[src/design/cmr_pkg.sv]
// Constants shared by the comparator control register block
package cmr_pkg;

   // Register indices; byte address is four times the index
   localparam logic [7:0] CTRL_IDX = 8'h9a;
   localparam logic [7:0] MODE_IDX = 8'h9c;
   localparam logic [7:0] INSEL_IDX = 8'h9e;
   localparam logic [7:0] INT_STAT_IDX = 8'ha0;
   localparam logic [7:0] INT_MASK_IDX = 8'ha1;

   // Reset values
   localparam logic [7:0] CTRL_RST = 8'h00;
   localparam logic [7:0] MODE_RST = 8'h02;
   localparam logic [7:0] INSEL_RST = 8'h00;
   localparam logic [1:0] INT_MASK_RST = 2'h0;

   // Control register fields
   localparam int CTRL_ON_BIT = 7;
   localparam int CTRL_RESULT_BIT = 6;
   localparam int CTRL_RISE_BIT = 5;
   localparam int CTRL_FALL_BIT = 4;
   localparam int CTRL_PHYST_LSB = 2;
   localparam int CTRL_NHYST_LSB = 0;

   // Mode register fields
   localparam int MODE_RIE_BIT = 5;
   localparam int MODE_FIE_BIT = 4;
   localparam int MODE_RESP_LSB = 0;

   // Input select register fields
   localparam int INSEL_NEG_LSB = 4;
   localparam int INSEL_POS_LSB = 0;
   localparam logic [2:0] INSEL_LAST_CODE = 3'h4;

   // Interrupt status and mask bits
   localparam int INT_RISE_BIT = 0;
   localparam int INT_FALL_BIT = 1;

   // Port pin tables, upper nibble port, lower nibble pin
   localparam logic [7:0] NEG_MAP32 [0:4] = '{8'h13, 8'h17, 8'h23, 8'h27, 8'h05};
   localparam logic [7:0] NEG_MAP48 [0:4] = '{8'h23, 8'h31, 8'h40, 8'h46, 8'h12};
   localparam logic [7:0] POS_MAP32 [0:4] = '{8'h12, 8'h16, 8'h22, 8'h26, 8'h04};
   localparam logic [7:0] POS_MAP48 [0:4] = '{8'h22, 8'h30, 8'h37, 8'h45, 8'h11};

   // AXI4-Lite responses
   localparam logic [1:0] RESP_OKAY = 2'h0;
   localparam logic [1:0] RESP_SLVERR = 2'h2;

endpackage : cmr_pkg

[src/design/cmr_regs.sv]
// Comparator control and status registers behind an AXI4-Lite slave
//
// How it works
// - A rising edge of the comparator result sets the rising-edge event flag.
// - Falling-edge flag stays zero until a falling edge occurs after clearing.
// - Control bits 3:2 select positive hysteresis; code 01 means 5 mV.
// - Control bits 1:0 select negative hysteresis; code 11 means 20 mV.
// - Input select bits 6:4 route one of five pins to negative input.
// - Input select bits 2:0 route one of five pins to positive input.
// - Pin chosen per code depends on package, 32-pin or 48-pin tables.
// - Input select bits 7 and 3 read zero and ignore writes.
// - Mode bits 7:6 and 3:2 read zero and ignore writes.
// - Mode bit 5 enables the rising-edge interrupt at cmpIrq only.
// - Mode bit 4 enables the falling-edge interrupt at cmpIrq only.
// - Mode bits 1:0 pick response time, zero fastest, three lowest power.
// - Control bit 7 turns the comparator on.
// - Control bit 6 reads back the current comparator result.
//
// Chosen here: the AXI4-Lite slave port.
`timescale 1ns/1ps
`default_nettype none

module cmr_regs
   import cmr_pkg::*;
#(
   parameter int ADDR_W = 12,
   parameter bit PKG_48 = 1'b0
) (
   input wire logic clk,
   input wire logic srst,
   input wire logic [ADDR_W-1:0] s_axi_awaddr,
   input wire logic s_axi_awvalid,
   output logic s_axi_awready,
   input wire logic [31:0] s_axi_wdata,
   input wire logic [3:0] s_axi_wstrb,
   input wire logic s_axi_wvalid,
   output logic s_axi_wready,
   output logic [1:0] s_axi_bresp,
   output logic s_axi_bvalid,
   input wire logic s_axi_bready,
   input wire logic [ADDR_W-1:0] s_axi_araddr,
   input wire logic s_axi_arvalid,
   output logic s_axi_arready,
   output logic [31:0] s_axi_rdata,
   output logic [1:0] s_axi_rresp,
   output logic s_axi_rvalid,
   input wire logic s_axi_rready,
   input wire logic cmpResult,
   output logic cmpOn,
   output logic [1:0] posHystSel,
   output logic [1:0] negHystSel,
   output logic [2:0] negInputSel,
   output logic [2:0] posInputSel,
   output logic [7:0] negPin,
   output logic negPinValid,
   output logic [7:0] posPin,
   output logic posPinValid,
   output logic [1:0] responseModeSel,
   output logic cmpIrq,
   output logic intr
);
   import cmr_pkg::*;

   function automatic logic isReg(input logic [ADDR_W-1:0] a, input logic [7:0] idx);
      return a == ADDR_W'({idx, 2'b00});
   endfunction : isReg

   // Write channel state
   logic awHeld_q;
   logic awHeld_d;
   logic [ADDR_W-1:0] awAddr_q;
   logic wHeld_q;
   logic wHeld_d;
   logic [7:0] wData_q;
   logic wLane_q;
   logic bValid_q;
   logic bValid_d;
   logic [1:0] bResp_q;
   logic awReady_q;
   logic wReady_q;
   logic doWrite;
   logic wrHit;

   // Read channel state
   logic arReady_q;
   logic rValid_q;
   logic rValid_d;
   logic [31:0] rData_q;
   logic [1:0] rResp_q;
   logic [7:0] rdMux;
   logic rdHit;

   // Register contents
   logic cmpOn_q;
   logic riseFlag_q;
   logic fallFlag_q;
   logic [1:0] posHyst_q;
   logic [1:0] negHyst_q;
   logic [2:0] negSel_q;
   logic [2:0] posSel_q;
   logic riseIrqEn_q;
   logic fallIrqEn_q;
   logic [1:0] respMode_q;
   logic [1:0] intStat_q;
   logic [1:0] intMask_q;
   logic cmpIrq_q;
   logic intr_q;
   logic [7:0] negPin_q;
   logic [7:0] posPin_q;
   logic negPinValid_q;
   logic posPinValid_q;

   // Comparator result synchroniser and edge detect
   logic resMeta_q;
   logic resSync_q;
   logic resPrev_q;
   logic riseEdge;
   logic fallEdge;

   logic wrCtrl;
   logic wrMode;
   logic wrInsel;
   logic wrStat;
   logic wrMask;

   // Write handshake: address and data are taken in either order
   assign doWrite = awHeld_q && wHeld_q && !bValid_q;

   always_comb begin
      awHeld_d = awHeld_q;
      wHeld_d = wHeld_q;
      bValid_d = bValid_q;
      if (s_axi_awvalid && awReady_q) begin
         awHeld_d = 1'b1;
      end
      if (s_axi_wvalid && wReady_q) begin
         wHeld_d = 1'b1;
      end
      if (doWrite) begin
         awHeld_d = 1'b0;
         wHeld_d = 1'b0;
         bValid_d = 1'b1;
      end else if (bValid_q && s_axi_bready) begin
         bValid_d = 1'b0;
      end
   end

   always_ff @(posedge clk) begin
      if (srst) begin
         awHeld_q <= 1'b0;
         wHeld_q <= 1'b0;
         bValid_q <= 1'b0;
         awReady_q <= 1'b0;
         wReady_q <= 1'b0;
      end else begin
         awHeld_q <= awHeld_d;
         wHeld_q <= wHeld_d;
         bValid_q <= bValid_d;
         // Ready stays low while the response waits, so no new write slips in
         awReady_q <= !awHeld_d && !bValid_d;
         wReady_q <= !wHeld_d && !bValid_d;
      end
   end

   always_ff @(posedge clk) begin
      if (srst) begin
         awAddr_q <= '0;
         wData_q <= 8'h00;
         wLane_q <= 1'b0;
         bResp_q <= RESP_OKAY;
      end else begin
         if (s_axi_awvalid && awReady_q) begin
            awAddr_q <= s_axi_awaddr;
         end
         if (s_axi_wvalid && wReady_q) begin
            wData_q <= s_axi_wdata[7:0];
            wLane_q <= s_axi_wstrb[0];
         end
         if (doWrite) begin
            bResp_q <= wrHit ? RESP_OKAY : RESP_SLVERR;
         end
      end
   end

   assign wrHit = isReg(awAddr_q, CTRL_IDX) || isReg(awAddr_q, MODE_IDX)
      || isReg(awAddr_q, INSEL_IDX) || isReg(awAddr_q, INT_STAT_IDX)
      || isReg(awAddr_q, INT_MASK_IDX);

   // Only byte lane 0 carries register data; other lanes are ignored
   assign wrCtrl = doWrite && wLane_q && isReg(awAddr_q, CTRL_IDX);
   assign wrMode = doWrite && wLane_q && isReg(awAddr_q, MODE_IDX);
   assign wrInsel = doWrite && wLane_q && isReg(awAddr_q, INSEL_IDX);
   assign wrStat = doWrite && wLane_q && isReg(awAddr_q, INT_STAT_IDX);
   assign wrMask = doWrite && wLane_q && isReg(awAddr_q, INT_MASK_IDX);

   // Read path
   always_comb begin
      rdMux = 8'h00;
      rdHit = 1'b1;
      if (isReg(s_axi_araddr, CTRL_IDX)) begin
         rdMux = {cmpOn_q, resSync_q, riseFlag_q, fallFlag_q, posHyst_q, negHyst_q};
      end else if (isReg(s_axi_araddr, MODE_IDX)) begin
         rdMux = {2'b00, riseIrqEn_q, fallIrqEn_q, 2'b00, respMode_q};
      end else if (isReg(s_axi_araddr, INSEL_IDX)) begin
         rdMux = {1'b0, negSel_q, 1'b0, posSel_q};
      end else if (isReg(s_axi_araddr, INT_STAT_IDX)) begin
         rdMux = {6'h00, intStat_q};
      end else if (isReg(s_axi_araddr, INT_MASK_IDX)) begin
         rdMux = {6'h00, intMask_q};
      end else begin
         rdHit = 1'b0;
      end
   end

   always_comb begin
      rValid_d = rValid_q;
      if (s_axi_arvalid && arReady_q) begin
         rValid_d = 1'b1;
      end else if (rValid_q && s_axi_rready) begin
         rValid_d = 1'b0;
      end
   end

   always_ff @(posedge clk) begin
      if (srst) begin
         rValid_q <= 1'b0;
         arReady_q <= 1'b0;
         rData_q <= 32'h0000_0000;
         rResp_q <= RESP_OKAY;
      end else begin
         rValid_q <= rValid_d;
         arReady_q <= !rValid_d;
         if (s_axi_arvalid && arReady_q) begin
            rData_q <= {24'h00_0000, rdMux};
            rResp_q <= rdHit ? RESP_OKAY : RESP_SLVERR;
         end
      end
   end

   // Two flops before any logic looks at the analog result
   always_ff @(posedge clk) begin
      if (srst) begin
         resMeta_q <= 1'b0;
         resSync_q <= 1'b0;
         resPrev_q <= 1'b0;
      end else begin
         resMeta_q <= cmpResult;
         resSync_q <= resMeta_q;
         resPrev_q <= resSync_q;
      end
   end

   assign riseEdge = resSync_q && !resPrev_q;
   assign fallEdge = !resSync_q && resPrev_q;

   // Control register; an edge in the clearing cycle keeps its flag set
   always_ff @(posedge clk) begin
      if (srst) begin
         cmpOn_q <= CTRL_RST[CTRL_ON_BIT];
         riseFlag_q <= CTRL_RST[CTRL_RISE_BIT];
         fallFlag_q <= CTRL_RST[CTRL_FALL_BIT];
         posHyst_q <= CTRL_RST[CTRL_PHYST_LSB +: 2];
         negHyst_q <= CTRL_RST[CTRL_NHYST_LSB +: 2];
      end else begin
         if (wrCtrl) begin
            cmpOn_q <= wData_q[CTRL_ON_BIT];
            posHyst_q <= wData_q[CTRL_PHYST_LSB +: 2];
            negHyst_q <= wData_q[CTRL_NHYST_LSB +: 2];
         end
         if (riseEdge) begin
            riseFlag_q <= 1'b1;
         end else if (wrCtrl && !wData_q[CTRL_RISE_BIT]) begin
            riseFlag_q <= 1'b0;
         end
         if (fallEdge) begin
            fallFlag_q <= 1'b1;
         end else if (wrCtrl && !wData_q[CTRL_FALL_BIT]) begin
            fallFlag_q <= 1'b0;
         end
      end
   end

   // Mode register; unused bits are simply not stored
   always_ff @(posedge clk) begin
      if (srst) begin
         riseIrqEn_q <= MODE_RST[MODE_RIE_BIT];
         fallIrqEn_q <= MODE_RST[MODE_FIE_BIT];
         respMode_q <= MODE_RST[MODE_RESP_LSB +: 2];
      end else if (wrMode) begin
         riseIrqEn_q <= wData_q[MODE_RIE_BIT];
         fallIrqEn_q <= wData_q[MODE_FIE_BIT];
         respMode_q <= wData_q[MODE_RESP_LSB +: 2];
      end
   end

   // Input select register
   always_ff @(posedge clk) begin
      if (srst) begin
         negSel_q <= INSEL_RST[INSEL_NEG_LSB +: 3];
         posSel_q <= INSEL_RST[INSEL_POS_LSB +: 3];
      end else if (wrInsel) begin
         negSel_q <= wData_q[INSEL_NEG_LSB +: 3];
         posSel_q <= wData_q[INSEL_POS_LSB +: 3];
      end
   end

   // Pin lookup; codes above four route no pin
   always_ff @(posedge clk) begin
      if (srst) begin
         negPin_q <= 8'h00;
         posPin_q <= 8'h00;
         negPinValid_q <= 1'b0;
         posPinValid_q <= 1'b0;
      end else begin
         negPinValid_q <= negSel_q <= INSEL_LAST_CODE;
         posPinValid_q <= posSel_q <= INSEL_LAST_CODE;
         if (negSel_q <= INSEL_LAST_CODE) begin
            negPin_q <= PKG_48 ? NEG_MAP48[negSel_q] : NEG_MAP32[negSel_q];
         end else begin
            negPin_q <= 8'h00;
         end
         if (posSel_q <= INSEL_LAST_CODE) begin
            posPin_q <= PKG_48 ? POS_MAP48[posSel_q] : POS_MAP32[posSel_q];
         end else begin
            posPin_q <= 8'h00;
         end
      end
   end

   // Sticky interrupt status, write one to clear, set beats clear
   always_ff @(posedge clk) begin
      if (srst) begin
         intStat_q <= 2'h0;
         intMask_q <= INT_MASK_RST;
      end else begin
         if (wrMask) begin
            intMask_q <= wData_q[1:0];
         end
         if (riseEdge) begin
            intStat_q[INT_RISE_BIT] <= 1'b1;
         end else if (wrStat && wData_q[INT_RISE_BIT]) begin
            intStat_q[INT_RISE_BIT] <= 1'b0;
         end
         if (fallEdge) begin
            intStat_q[INT_FALL_BIT] <= 1'b1;
         end else if (wrStat && wData_q[INT_FALL_BIT]) begin
            intStat_q[INT_FALL_BIT] <= 1'b0;
         end
      end
   end

   // Both requests lag their cause by one cycle so the outputs stay flops
   always_ff @(posedge clk) begin
      if (srst) begin
         cmpIrq_q <= 1'b0;
         intr_q <= 1'b0;
      end else begin
         cmpIrq_q <= (riseFlag_q && riseIrqEn_q) || (fallFlag_q && fallIrqEn_q);
         intr_q <= |(intStat_q & intMask_q);
      end
   end

   assign s_axi_awready = awReady_q;
   assign s_axi_wready = wReady_q;
   assign s_axi_bvalid = bValid_q;
   assign s_axi_bresp = bResp_q;
   assign s_axi_arready = arReady_q;
   assign s_axi_rvalid = rValid_q;
   assign s_axi_rdata = rData_q;
   assign s_axi_rresp = rResp_q;
   assign cmpOn = cmpOn_q;
   assign posHystSel = posHyst_q;
   assign negHystSel = negHyst_q;
   assign negInputSel = negSel_q;
   assign posInputSel = posSel_q;
   assign negPin = negPin_q;
   assign posPin = posPin_q;
   assign negPinValid = negPinValid_q;
   assign posPinValid = posPinValid_q;
   assign responseModeSel = respMode_q;
   assign cmpIrq = cmpIrq_q;
   assign intr = intr_q;

endmodule : cmr_regs

`default_nettype wire

[config.mk]
export PLATFORM = sky130hd
export DESIGN_NAME = cmr_regs
export DESIGN_NICKNAME = d
export VERILOG_FILES = /design/src/design/cmr_pkg.sv /design/src/design/cmr_regs.sv
export SDC_FILE = /design/constraint.sdc
export NUM_CORES = 1
export LEC_CHECK = 0
export BUFFER_PORTS_ARGS = -buffer_cell sky130_fd_sc_hd__buf_2
export CORE_MARGIN = 4
export CORE_UTILIZATION = 45
export CTS_CLUSTER_SIZE = 25
export DETAILED_ROUTE_END_ITERATION = 10
export PLACE_DENSITY_LB_ADDON = 0.25
export SYNTH_ARGS = -nofsm -noshare
export SYNTH_HDL_FRONTEND = slang
export SYNTH_SLANG_ARGS = --single-unit
[constraint.sdc]
create_clock -name clk -period 3.7 [get_ports clk]
set_clock_uncertainty 0.05 [all_clocks]
set_input_delay 0.555 -clock clk [delete_from_list [all_inputs] [get_ports clk]]
set_output_delay 0.555 -clock clk [all_outputs]
set_load 0.01 [all_outputs]
# --- Word level (Yosys, flattened, before mapping) ---
# Memory sizes are Yosys's and may differ from the RTL's. A register that Yosys moved wholly into a read port is not among the register bits.
# Cells that the tools add are included.
op_classes:
  magnitude_cmp: 2
  eq_ne: 10
  muxes: 28
  bitwise_logic: 5
  n_reduce_logical: 44
ops:
  columns: ["cell", "n"]
  rows:
  - ["$eq A12 B10 Y1 const B", 10]
  - ["$logic_and A1 B1 Y1", 23]
  - ["$mux W1", 21]
  - ["$mux W7", 2]
  - ["$logic_not A1 Y1", 9]
  - ["$mux W2", 4]
  - ["$mux W8", 1]
  - ["$not A3 Y4", 2]
  - ["$reduce_bool A2 Y1", 4]
  - ["$le A3 B3 Y1 const B", 2]
  - ["$reduce_or A2 Y1", 3]
  - ["$logic_or A1 B1 Y1", 5]
  - ["$and A2 B2 Y2", 1]
  - ["$not A1 Y1", 2]
totals:
  register_bits: 68
  mem_bits_ro: 128
  in_bits: 68
  out_inout_bits: 74
  wordCells: 124
  mem_count: 2
mem_list:
  columns: ["name", "words", "width", "rd", "rd_ports_with_merged_regs", "write_ports", "line_no", "rtl"]
  rows:
  - ["(name not given)", 8, 8, 1, 1, 0, "cmr_regs.sv:323", "posPin_q <= PKG_48 ? POS_MAP48[posSel_q] : POS_MAP32[posSel_q];"]
  - ["(name not given)", 8, 8, 1, 1, 0, "cmr_regs.sv:318", "negPin_q <= PKG_48 ? NEG_MAP48[negSel_q] : NEG_MAP32[negSel_q];"]

# --- Longest topological paths before layout ---
# Gate-level depths: netlist of run 1.
logic_depth:
  word_depth: 7
  depth_mapped: 5
  depth_no_buf: 4

# --- Least setup slack after synthesis of run 1 ---
# No wires, ideal clock.
synth_path:
  path_type: "in2reg"
  startpoint: "input s_axi_araddr[8]"
  endpoint: "register rData_q[0] (netlist: s_axi_rdata[0])"
  setup_ps: 128
  arrival_time_ps: 1926
  required_ps: 3522
  slack_ps: 1596
  path_stages: 5
  path_buffers: 1
  cell_sequence: "or4b_1 > buf_2 > or4_4 > o2111ai_1 > o21ai_1"
synth_via:
  elab_chain_cells: 6
  elab_cells_between_ends: 10
  cone_classes: "5 x eq/ne; 5 x mux"
synth_lines:
  columns: ["item", "line_no", "rtl"]
  rows:
  - ["from (decl)", "cmr_regs.sv:41", "input wire logic [ADDR_W-1:0] s_axi_araddr,"]
  - ["$eq A12 B10 Y1", "cmr_regs.sv:65", "return a == ADDR_W'({idx, 2'b00});"]
  - ["$mux W2", "cmr_regs.sv:208", "end else if (isReg(s_axi_araddr, INT_MASK_IDX)) begin"]
  - ["$mux W2", "cmr_regs.sv:206", "end else if (isReg(s_axi_araddr, INT_STAT_IDX)) begin"]
  - ["$mux W7", "cmr_regs.sv:204", "end else if (isReg(s_axi_araddr, INSEL_IDX)) begin"]
  - ["$mux W7", "cmr_regs.sv:202", "end else if (isReg(s_axi_araddr, MODE_IDX)) begin"]
  - ["$mux W8 (*)", "cmr_regs.sv:200", "if (isReg(s_axi_araddr, CTRL_IDX)) begin"]
  - ["to (signal assigned)", "cmr_regs.sv:234", "rData_q <= {24'h00_0000, rdMux};"]
  - ["to (decl)", "cmr_regs.sv:88", "logic [31:0] rData_q;"]
# Every way passes the cells marked *; elsewhere a longest branch is shown, timed or not.
# A chain may end at the register's enable or synchronous reset.

# --- Worst setup path in the final report of run 1 ---
layout_path:
  startpoint: "register awAddr_q[3]"
  endpoint: "register fallFlag_q"
layout_via:
  elab_chain_cells: 4
layout_lines:
  columns: ["item", "line_no", "rtl"]
  rows:
  - ["from (decl)", "cmr_regs.sv:71", "logic [ADDR_W-1:0] awAddr_q;"]
  - ["from (signal assigned)", "cmr_regs.sv:173", "awAddr_q <= s_axi_awaddr;"]
  - ["$eq A12 B10 Y1", "cmr_regs.sv:65", null]
  - ["$logic_and A1 B1 Y1", "cmr_regs.sv:190", "assign wrCtrl = doWrite && wLane_q && isReg(awAddr_q, CTRL_IDX);"]
  - ["$logic_and A1 B1 Y1", "cmr_regs.sv:277", "end else if (wrCtrl && !wData_q[CTRL_FALL_BIT]) begin"]
  - ["$reduce_bool A2 Y1 (no source line)", null, null]
  - ["to (signal assigned)", "cmr_regs.sv:261", "fallFlag_q <= CTRL_RST[CTRL_FALL_BIT];"]
  - ["to (decl)", "cmr_regs.sv:96", "logic fallFlag_q;"]
# Every way passes these cells.

==> metrics.cfg, run 1 <==
[detailed_routing]
postRouteAntennaNets = 0
num_vias = 2757
viasPerCell = 5.05
drt-pass1-iter-count = 4
wl_mm = 7.53
routedWlPerCell_um = 13.8
drc_errors = 0
drtIter0Drc = 189

[synthesis]
seq_area_frac_synth = 0.472
syn_area_per_cell_um2 = 8.53
synth_area_mm2 = 0.00318
synth_cell_types = 47
synth_warnings = 0
ys_ff_latch = 75
synth_cells = 373

[place]
io_buffers = 81
hpwl_mm = 5.39
gp_congestion = 0.792

[floorplanning]
die_h_um = 92.1
io-pin-count = 142
rows = 30
core_region_area_mm2 = 0.00683
die_x_um = 92.1
initial_core_util = 0.466
die_area_mm2 = 0.00848

[clock_tree]
htree_num_levels = 3
clockBufferDepth = 2
clkSinkCount = 75
tritoncts = built
clk_pin_slew_ns = 0.08
ctsResizeCount = 0
clockRootBuffer = clkbuf_8
post_cts_buffers = 0
postCtsHoldBufs = 0
insertion_delay_ns = 0.34
cts_buffers = 9

[critical_path]
critPathLaunchType = flip-flop
critPathMaxFanout = 14
path_class = reg -> reg
endpoint_kind = flip-flop
crit_arrival_ns = 2.15
crit_required_ns = 3.86

[power_and_ir_drop]
intPower_mw = 1.35
p_leak_nw = 1.60
p_sw_frac = 0.230
power_frac_seq = 0.489
p_total_mw = 1.75
p_per_area_mw_per_mm2 = 465
peakVddDrop_mv = 0.213
power.switching_uw = 401
combinationalPowerShare = 0.076
clkPwrFrac = 0.435

[timing]
rsz0062_at_grt = no
setup_viol = 0
slew_headroom = 0.576
finalHoldViolations = 0
fin_crit_ns = 2.00
period_share = 0.539
tns_ns = 0
hold_ws_ns = 0.378
tightest_slew_ns = 0.631
timing.fmax_ghz = 0.501
slew_violations = 0

[flow_run]
maxCapViolCount = 0

[final_layout]
fillers = 652
final_cell_mix = buf_2 (81), dfxtp_1 (75), nand2_1 (57), a21oi_1 (41), conb_1 (33)
antenna_cells = 0
layout.cells.most_common = buf_2
area_growth_pct = 17.9
nNetsFinal = 513
drive_gt1_frac = 0.233
final_core_util = 0.549

[outcome]
outcome = completed

[grt]
grt_pass1_vias = 2551
antenna_found_initial = 0
grt_max_degree = 53
track_usage = 0.178
grt_overflow_total = 0
grt_pass1_wl_mm = 12.1

[worst_hold_path]
hp-class = in -> reg

kinds of logic after synthesis:
group,after synthesis,share of synthesized area
AOI/OAI and AO/OA,83,0.147
other,1,0.00118
and+or+nand+nor,145,0.237
buffers and inverters,58,0.108
muxes,11,0.0354
DFF,75,0.472
power groups by stage:
stage / sequential (mW) / combinational [mW] / clock [mW]
6_report: 0.855 / 0.133 / 0.759
5_1_grt: 0.858 / 0.149 / 0.808
4_1_cts: 0.855 / 0.132 / 0.767
3_5_place_dp: 0.873 / 0.131 / 0
3_3_place_gp: 0.873 / 0.128 / 0
2_1_floorplan: 0.871 / 0.108 / 0
cells in the mapped netlist, drive strengths merged:
| master | number | area, um^2 |
|---|---|---|
| and2 | 7 | 43.8 |
| a21oi | 41 | 205 |
| and4 | 1 | 8.76 |
| a211oi | 1 | 7.51 |
| a22oi | 2 | 15.0 |
| clkbuf | 14 | 52.6 |
| nand3 | 6 | 30.0 |
| or3 | 1 | 6.26 |
| inv | 5 | 18.8 |
| and3b | 1 | 8.76 |
| a41oi | 1 | 8.76 |
| nand2 | 57 | 214 |
| or2 | 1 | 6.26 |
| nor3 | 7 | 35.0 |
| mux2 | 2 | 22.5 |
| or4 | 1 | 11.3 |
| a311oi | 3 | 26.3 |
| or4b | 2 | 20.0 |
| nand2b | 5 | 31.3 |
| nor4 | 6 | 50.0 |
| nor2 | 22 | 82.6 |
| o22ai | 2 | 12.5 |
| nand4bb | 1 | 11.3 |
| o21a | 4 | 30.0 |
| mux2i | 9 | 90.1 |
| dfxtp | 75 | 1500 |
| o2111ai | 2 | 17.5 |
| a31oi | 2 | 12.5 |
| nor3b | 2 | 15.0 |
| nor2b | 8 | 50.1 |
| nand4 | 11 | 68.8 |
| nor4bb | 2 | 20.0 |
| and4b | 1 | 10.0 |
| a2111oi | 1 | 8.76 |
| a21o | 1 | 7.51 |
| o21ai | 23 | 115 |
| conb | 1 | 3.75 |
| buf | 39 | 273 |
| nand3b | 1 | 7.51 |
| nor4b | 2 | 23.8 |
worst max-delay path, stage by stage (launching register included):
cell and delay, ns:
dfxtp_1 0.60, nor4b_1 0.34, nand4_1 0.46, o21ai_0 0.32, a21oi_1 0.09
state kept, by name, indices dropped and copies added (netlist names), 2 cells and up:
name and count:
awAddr_q 12, posInputSel 3, posHystSel 2, negPin 5
intMask_q 2, negInputSel 3, negHystSel 2, intStat_q 2
posPin 4, responseModeSel 2, wData_q 8, s_axi_rdata 8
layer usage:
metal,global-route usage,up-vias,wire (um)
met5,0,-,0
met4,0.0928,0,136
met3,0.0410,11,555
met2,0.265,110,3300
met1,0.239,1256,3540
li1,-,1380,-
metrics by stage:
step | instance area (um^2) | setup slack [ns] | cells
5_1_grt | 3750 | 1.56 | 546
3_3_place_gp | 3510 | 1.38 | 530
6_report | 3750 | 1.70 | 546
3_5_place_dp | 3510 | 1.36 | 530
4_1_cts | 3750 | 1.72 | 546
2_1_floorplan | 3300 | 1.60 | 405
path summary, 6_finish.rpt:
| path | from | end | slack, ns | cells after the start |
|---|---|---|---|---|
| worst max-delay path | awAddr_q[3] | fallFlag_q | 1.70 | 4 |
| worst min-delay path | cmpResult | resMeta_q | 0.38 | 2 |
| worst max register to register | awAddr_q[3] | fallFlag_q | 1.70 | 4 |
| worst min register to register | resMeta_q | resSync_q | 0.40 | 1 |
layout make-up:
class                      instances  area, um^2  area share
clock inverter                     5         100      0.0267
tap                               96         120      0.0320
sequential                        75        1500       0.400
timing repair buffer              82         413       0.110
multi-input combinational        272        1460       0.388
inverter                           5        18.8     0.00500
clock buffer                      11         141      0.0377
(Power assumes the default switching activity.)
==> run 2, diff against run 1 <==
CORE_UTILIZATION = 42   (was 45)
clock period = 1.7 ns   (was 3.7 ns; I/O delays follow)
==> run 2 against run 1 <==
  * Final cell count grew 3.7%
  * Sequential share of layout area shrank 1.3 points
  * Clock power grew 88%
  * Register-to-register slack lost 1.6 ns
  * Sequential cell count is the same
  * Critical path depth grew 1
  * Critical path type unchanged
  * Via count grew 3.0%
==> metrics.cfg, run 2 (synthesis gave the netlist of run 1 again) <==
[critical_path]
path_class = reg -> reg
reg2reg_setup_slack_ns = 0.15
worstPathBufferInverterCount = 1
cp_slowest_stage_delay_ns = 0.36
path_cells = nor4b_2, buf_4, and4_2, a311oi_1, a41oi_1
crit_arrival_ns = 1.77
crit_required_ns = 1.92
critPathMaxFanout = 11
cp_top_family = simple AND/OR/NAND/NOR gates
endpoint_kind = flip-flop
critPathLaunchType = flip-flop
slowest_stage = and4_2

[timing]
timing.final.ws_setup_ns = 0.152
slew_violations = 0
finalHoldViolations = 0
tns_ns = 0
period_share = 0.910
setup_viol = 0
fin_crit_ns = 1.55
rsz0062_at_grt = no
timing.fmax_ghz = 0.646
tightest_slew_ns = 0.617
slew_headroom = 0.588

[final_layout]
nNetsFinal = 530
top_register = awAddr_q
antenna_cells = 0
area_growth_pct = 21.7
final_cell_mix = buf_2 (81), dfxtp_1 (75), nand2_1 (57), a21oi_1 (41), conb_1 (33)
layout.cells.most_common = buf_2
largest_reg_flops = 12
drive_gt1_frac = 0.270

[power_and_ir_drop]
p_per_area_mw_per_mm2 = 928
peakVddDrop_mv = 0.509
p_leak_nw = 1.67

[grt]
antenna_found_initial = 0
grt_pass1_vias = 2582
grt_overflow_total = 0
grt_pass1_wl_mm = 12.2
track_usage = 0.174
grt_max_degree = 68

[place]
gp_congestion = 0.787
io_buffers = 81
hpwl_mm = 5.68
place_ws_ns = -0.163

[clock_tree]
cts_buffers = 9
clkSinkCount = 75
clockBufferDepth = 2
clockRootBuffer = clkbuf_8
postCtsHoldBufs = 0
insertion_delay_ns = 0.35
clk_pin_slew_ns = 0.08
htree_num_levels = 3
tritoncts = built

[floorplanning]
core_region_area_mm2 = 0.00729
initial_core_util = 0.437
die_x_um = 95.1
die_h_um = 95.1
die_area_mm2 = 0.00904
io-pin-count = 142
rows = 31

[detailed_routing]
wl_mm = 7.70
postRouteAntennaNets = 0
num_vias = 2839
viasPerCell = 5.02
drc_errors = 0
drt-pass1-iter-count = 4
drtIter0Drc = 146
routedWlPerCell_um = 13.6

[flow_run]
maxCapViolCount = 0

[worst_hold_path]
hp-class = in -> reg

[outcome]
outcome = completed

run 2: cell count changes in the layout (fill, tap and decap cells not counted), moves of 2 or more:
cell,before,now
buf_4,1,17
inv_6,0,3
bufinv_16,3,1
clkinv_2,2,0
run 2: power breakdown:
part	internal (mW)	switching, mW
sequential	1.81	0.0402
combinational	0.119	0.195
clock	0.706	0.720
total	2.64	0.956
run 2: worst paths after layout:
| path | startpoint | to | cells after the start |
|---|---|---|---|
| setup / recovery | awAddr_q[8] | responseModeSel[1] | 5 |
| hold / removal | cmpResult | resMeta_q | 2 |
| setup reg to reg | awAddr_q[8] | responseModeSel[1] | 5 |
| hold reg to reg | resMeta_q | resSync_q | 1 |
run 2: stage by stage:
step / utilization / area [um^2] / hold slack (ns) / instances / total power [mW]
5_1_grt: 0.531 / 3870 / 0.0764 / 566 / 3.77
6_report: 0.531 / 3870 / 0.0712 / 566 / 3.59
4_1_cts: 0.530 / 3870 / 0.0583 / 566 / 3.63
3_3_place_gp: 0.501 / 3650 / 0.375 / 549 / 2.20
2_1_floorplan: - / 3310 / 0.333 / 405 / 2.13
3_5_place_dp: 0.501 / 3650 / 0.378 / 549 / 2.21
run 2: area by class of cell:
| type | count | area (um^2) |
|---|---|---|
| fill | 748 | 3420 |
| timing repair buffer | 99 | 553 |
| clock inverter | 7 | 83.8 |
| multi-input combinational | 272 | 1470 |
| clock buffer | 9 | 124 |
| tap | 99 | 124 |
| sequential | 75 | 1500 |
| inverter | 5 | 18.8 |
run 2: repair_timing:
item                       4_1_cts  5_1_grt
setup endpoints to repair        2       11
setup buffers                    1        0
gates cloned                     0        0
gates resized for setup          0        2
run 2: per-layer routing:
metal / GRT usage / wire [um] / vias up
met5: 0 / 0 / -
met4: 0.0613 / 112 / 0
met3: 0.0489 / 749 / 13
met2: 0.281 / 3460 / 116
met1: 0.223 / 3380 / 1297
li1: - / - / 1413
==> run 3, diff against run 2 <==
CORE_UTILIZATION = 47   (was 42)
clock period = 1.55 ns   (was 1.7 ns; I/O delays follow)
==> run 3 against run 2 <==
  * Combinational power grew 12%
  * Sequential power grew 10%
  * Register-to-register slack lost 0.13 ns
  * Via count shrank 1.7%
  * Wire length shrank 2.3%
  * First-iteration DRC count shrank 8.2%
  * Die area shrank 9.8%
  * Power grew 9.6%
  * Highest routed layer unchanged
==> metrics.cfg, run 3 (synthesis gave the netlist of run 1 again) <==
[power_and_ir_drop]
p_leak_nw = 1.70
combinationalPowerShare = 0.089
p_sw_frac = 0.240
power_frac_seq = 0.517
intPower_mw = 3.00
p_per_area_mw_per_mm2 = 1010
power.switching_uw = 945
clkPwrFrac = 0.394
peakVddDrop_mv = 0.829

[timing]
setup_viol = 0
tns_ns = 0
fin_crit_ns = 1.52
slew_violations = 0
period_share = 0.983
rsz0062_at_grt = yes
finalHoldViolations = 0
timing.fmax_ghz = 0.656
hold_ws_ns = 0.0452
tightest_slew_ns = 0.586
slew_headroom = 0.609

[critical_path]
crit_arrival_ns = 1.74
critPathMaxFanout = 6
reg2reg_setup_slack_ns = 0.03
critPathLaunchType = flip-flop
path_class = reg -> reg
rr_endpoint = responseModeSel[1]
r2r_start = awAddr_q[8]
rr_worst_depth = 5
endpoint_kind = flip-flop
crit_required_ns = 1.77

[floorplanning]
rows = 29
die_x_um = 90.3
core_region_area_mm2 = 0.00646
io-pin-count = 142
die_area_mm2 = 0.00815
initial_core_util = 0.493
die_h_um = 90.3

[clock_tree]
clkSinkCount = 75
tritoncts = built
post_cts_buffers = 0
clockRootBuffer = clkbuf_8
postCtsHoldBufs = 0
clockBufferDepth = 2
insertion_delay_ns = 0.34
clk_pin_slew_ns = 0.08
cts_buffers = 9
htree_num_levels = 3

[worst_hold_path]
hp-start = cmpResult
worstHoldPathCells = 2
hold_path_end = resMeta_q
hp-class = in -> reg

[place]
hpwl_mm = 5.46
gp_congestion = 0.827
io_buffers = 81
dpl_cell_area_mm2 = 0.00366

[final_layout]
largest_reg_flops = 12
nNetsFinal = 533
drive_gt1_frac = 0.281
fin_area_mm2 = 0.00392
area_growth_pct = 23.0
layout.cells.most_common = buf_2
antenna_cells = 0
top_register = awAddr_q
final_cell_mix = buf_2 (81), dfxtp_1 (74), nand2_1 (57), a21oi_1 (41), conb_1 (33)

[detailed_routing]
wl_mm = 7.52
drc_errors = 0
drt-pass1-iter-count = 4
postRouteAntennaNets = 0
viasPerCell = 5.10
m1WireLength_mm = 3.38
drtIter0Drc = 134
top_layer = met4
routedWlPerCell_um = 13.7
wl_met2_mm = 3.44
met3_length_um = 617
num_vias = 2790

[grt]
antenna_found_initial = 0
grt_pass1_vias = 2517
grt_max_degree = 49
grt_pass1_wl_mm = 12.1
grt_overflow_total = 0
track_usage = 0.182

[outcome]
outcome = completed

[flow_run]
maxCapViolCount = 0

-- run 3: cell count changes in the layout (fill, tap and decap cells not counted), sizes merged --
cell / delta
inv: -4
clkbuf: +3
clkinv: +1
buf: +3
-- run 3: how the worst max path moves through the flow --
stage | startpoint | cells after the start | to | slack, ns
after floorplan | s_axi_araddr[8] | 5 | s_axi_rdata[0] | -0.18
after global placement | s_axi_araddr[8] | 5 | s_axi_rdata[0] | -0.23
after detailed placement | s_axi_araddr[8] | 5 | s_axi_rdata[0] | -0.27
after CTS | awAddr_q[6] | 5 | responseModeSel[1] | 0.001
after global routing | awAddr_q[8] | 5 | responseModeSel[1] | -0.08
final | awAddr_q[8] | 5 | responseModeSel[1] | 0.03
-- run 3: critical path, cell delays in order (launching register included) --
cell and delay, ns:
dfxtp_2 0.34, nor4b_4 0.36, and4_1 0.29, buf_6 0.14, a311oi_2 0.10, a41oi_2 0.17
-- run 3: what timing repair did --
item / CTS / global route
endpoints found under the setup margin: 2 / 18
pin swaps: 1 / 4
resized for setup: 1 / 9
gates cloned: 0 / 1
-- run 3: per-layer routing --
layer	up-vias	GRT usage
met4	0	0.0523
met2	99	0.289
met5	-	0
met3	8	0.0708
li1	1417	-
met1	1266	0.231
-- run 3: area by class of cell --
| type | instances | area [um^2] |
|---|---|---|
| multi-input cells | 272 | 1510 |
| clock buffers | 12 | 165 |
| flip-flops and latches | 75 | 1500 |
| fillers | 626 | 2540 |
| repair buffers | 102 | 579 |
| clock inverters | 4 | 47.5 |
| well taps | 77 | 96.3 |
| inverters | 5 | 18.8 |
-- run 3: power by group through the flow --
stage,clock network (mW),logic [mW],registers (mW)
global placement,0,0.340,2.08
detailed placement,0,0.345,2.08
finish,1.55,0.352,2.04
CTS,1.59,0.347,2.03
floorplan,0,0.262,2.08
global route,1.66,0.397,2.05
-- run 3: per-stage QoR --
stage	power, mW	worst slack [ns]	cells	util
floorplan	2.34	-0.181	405	-
global placement	2.42	-0.235	530	0.567
detailed placement	2.42	-0.269	530	0.567
CTS	3.97	0.00130	546	0.601
global route	4.11	-0.0809	547	0.606
finish	3.94	0.0262	547	0.606
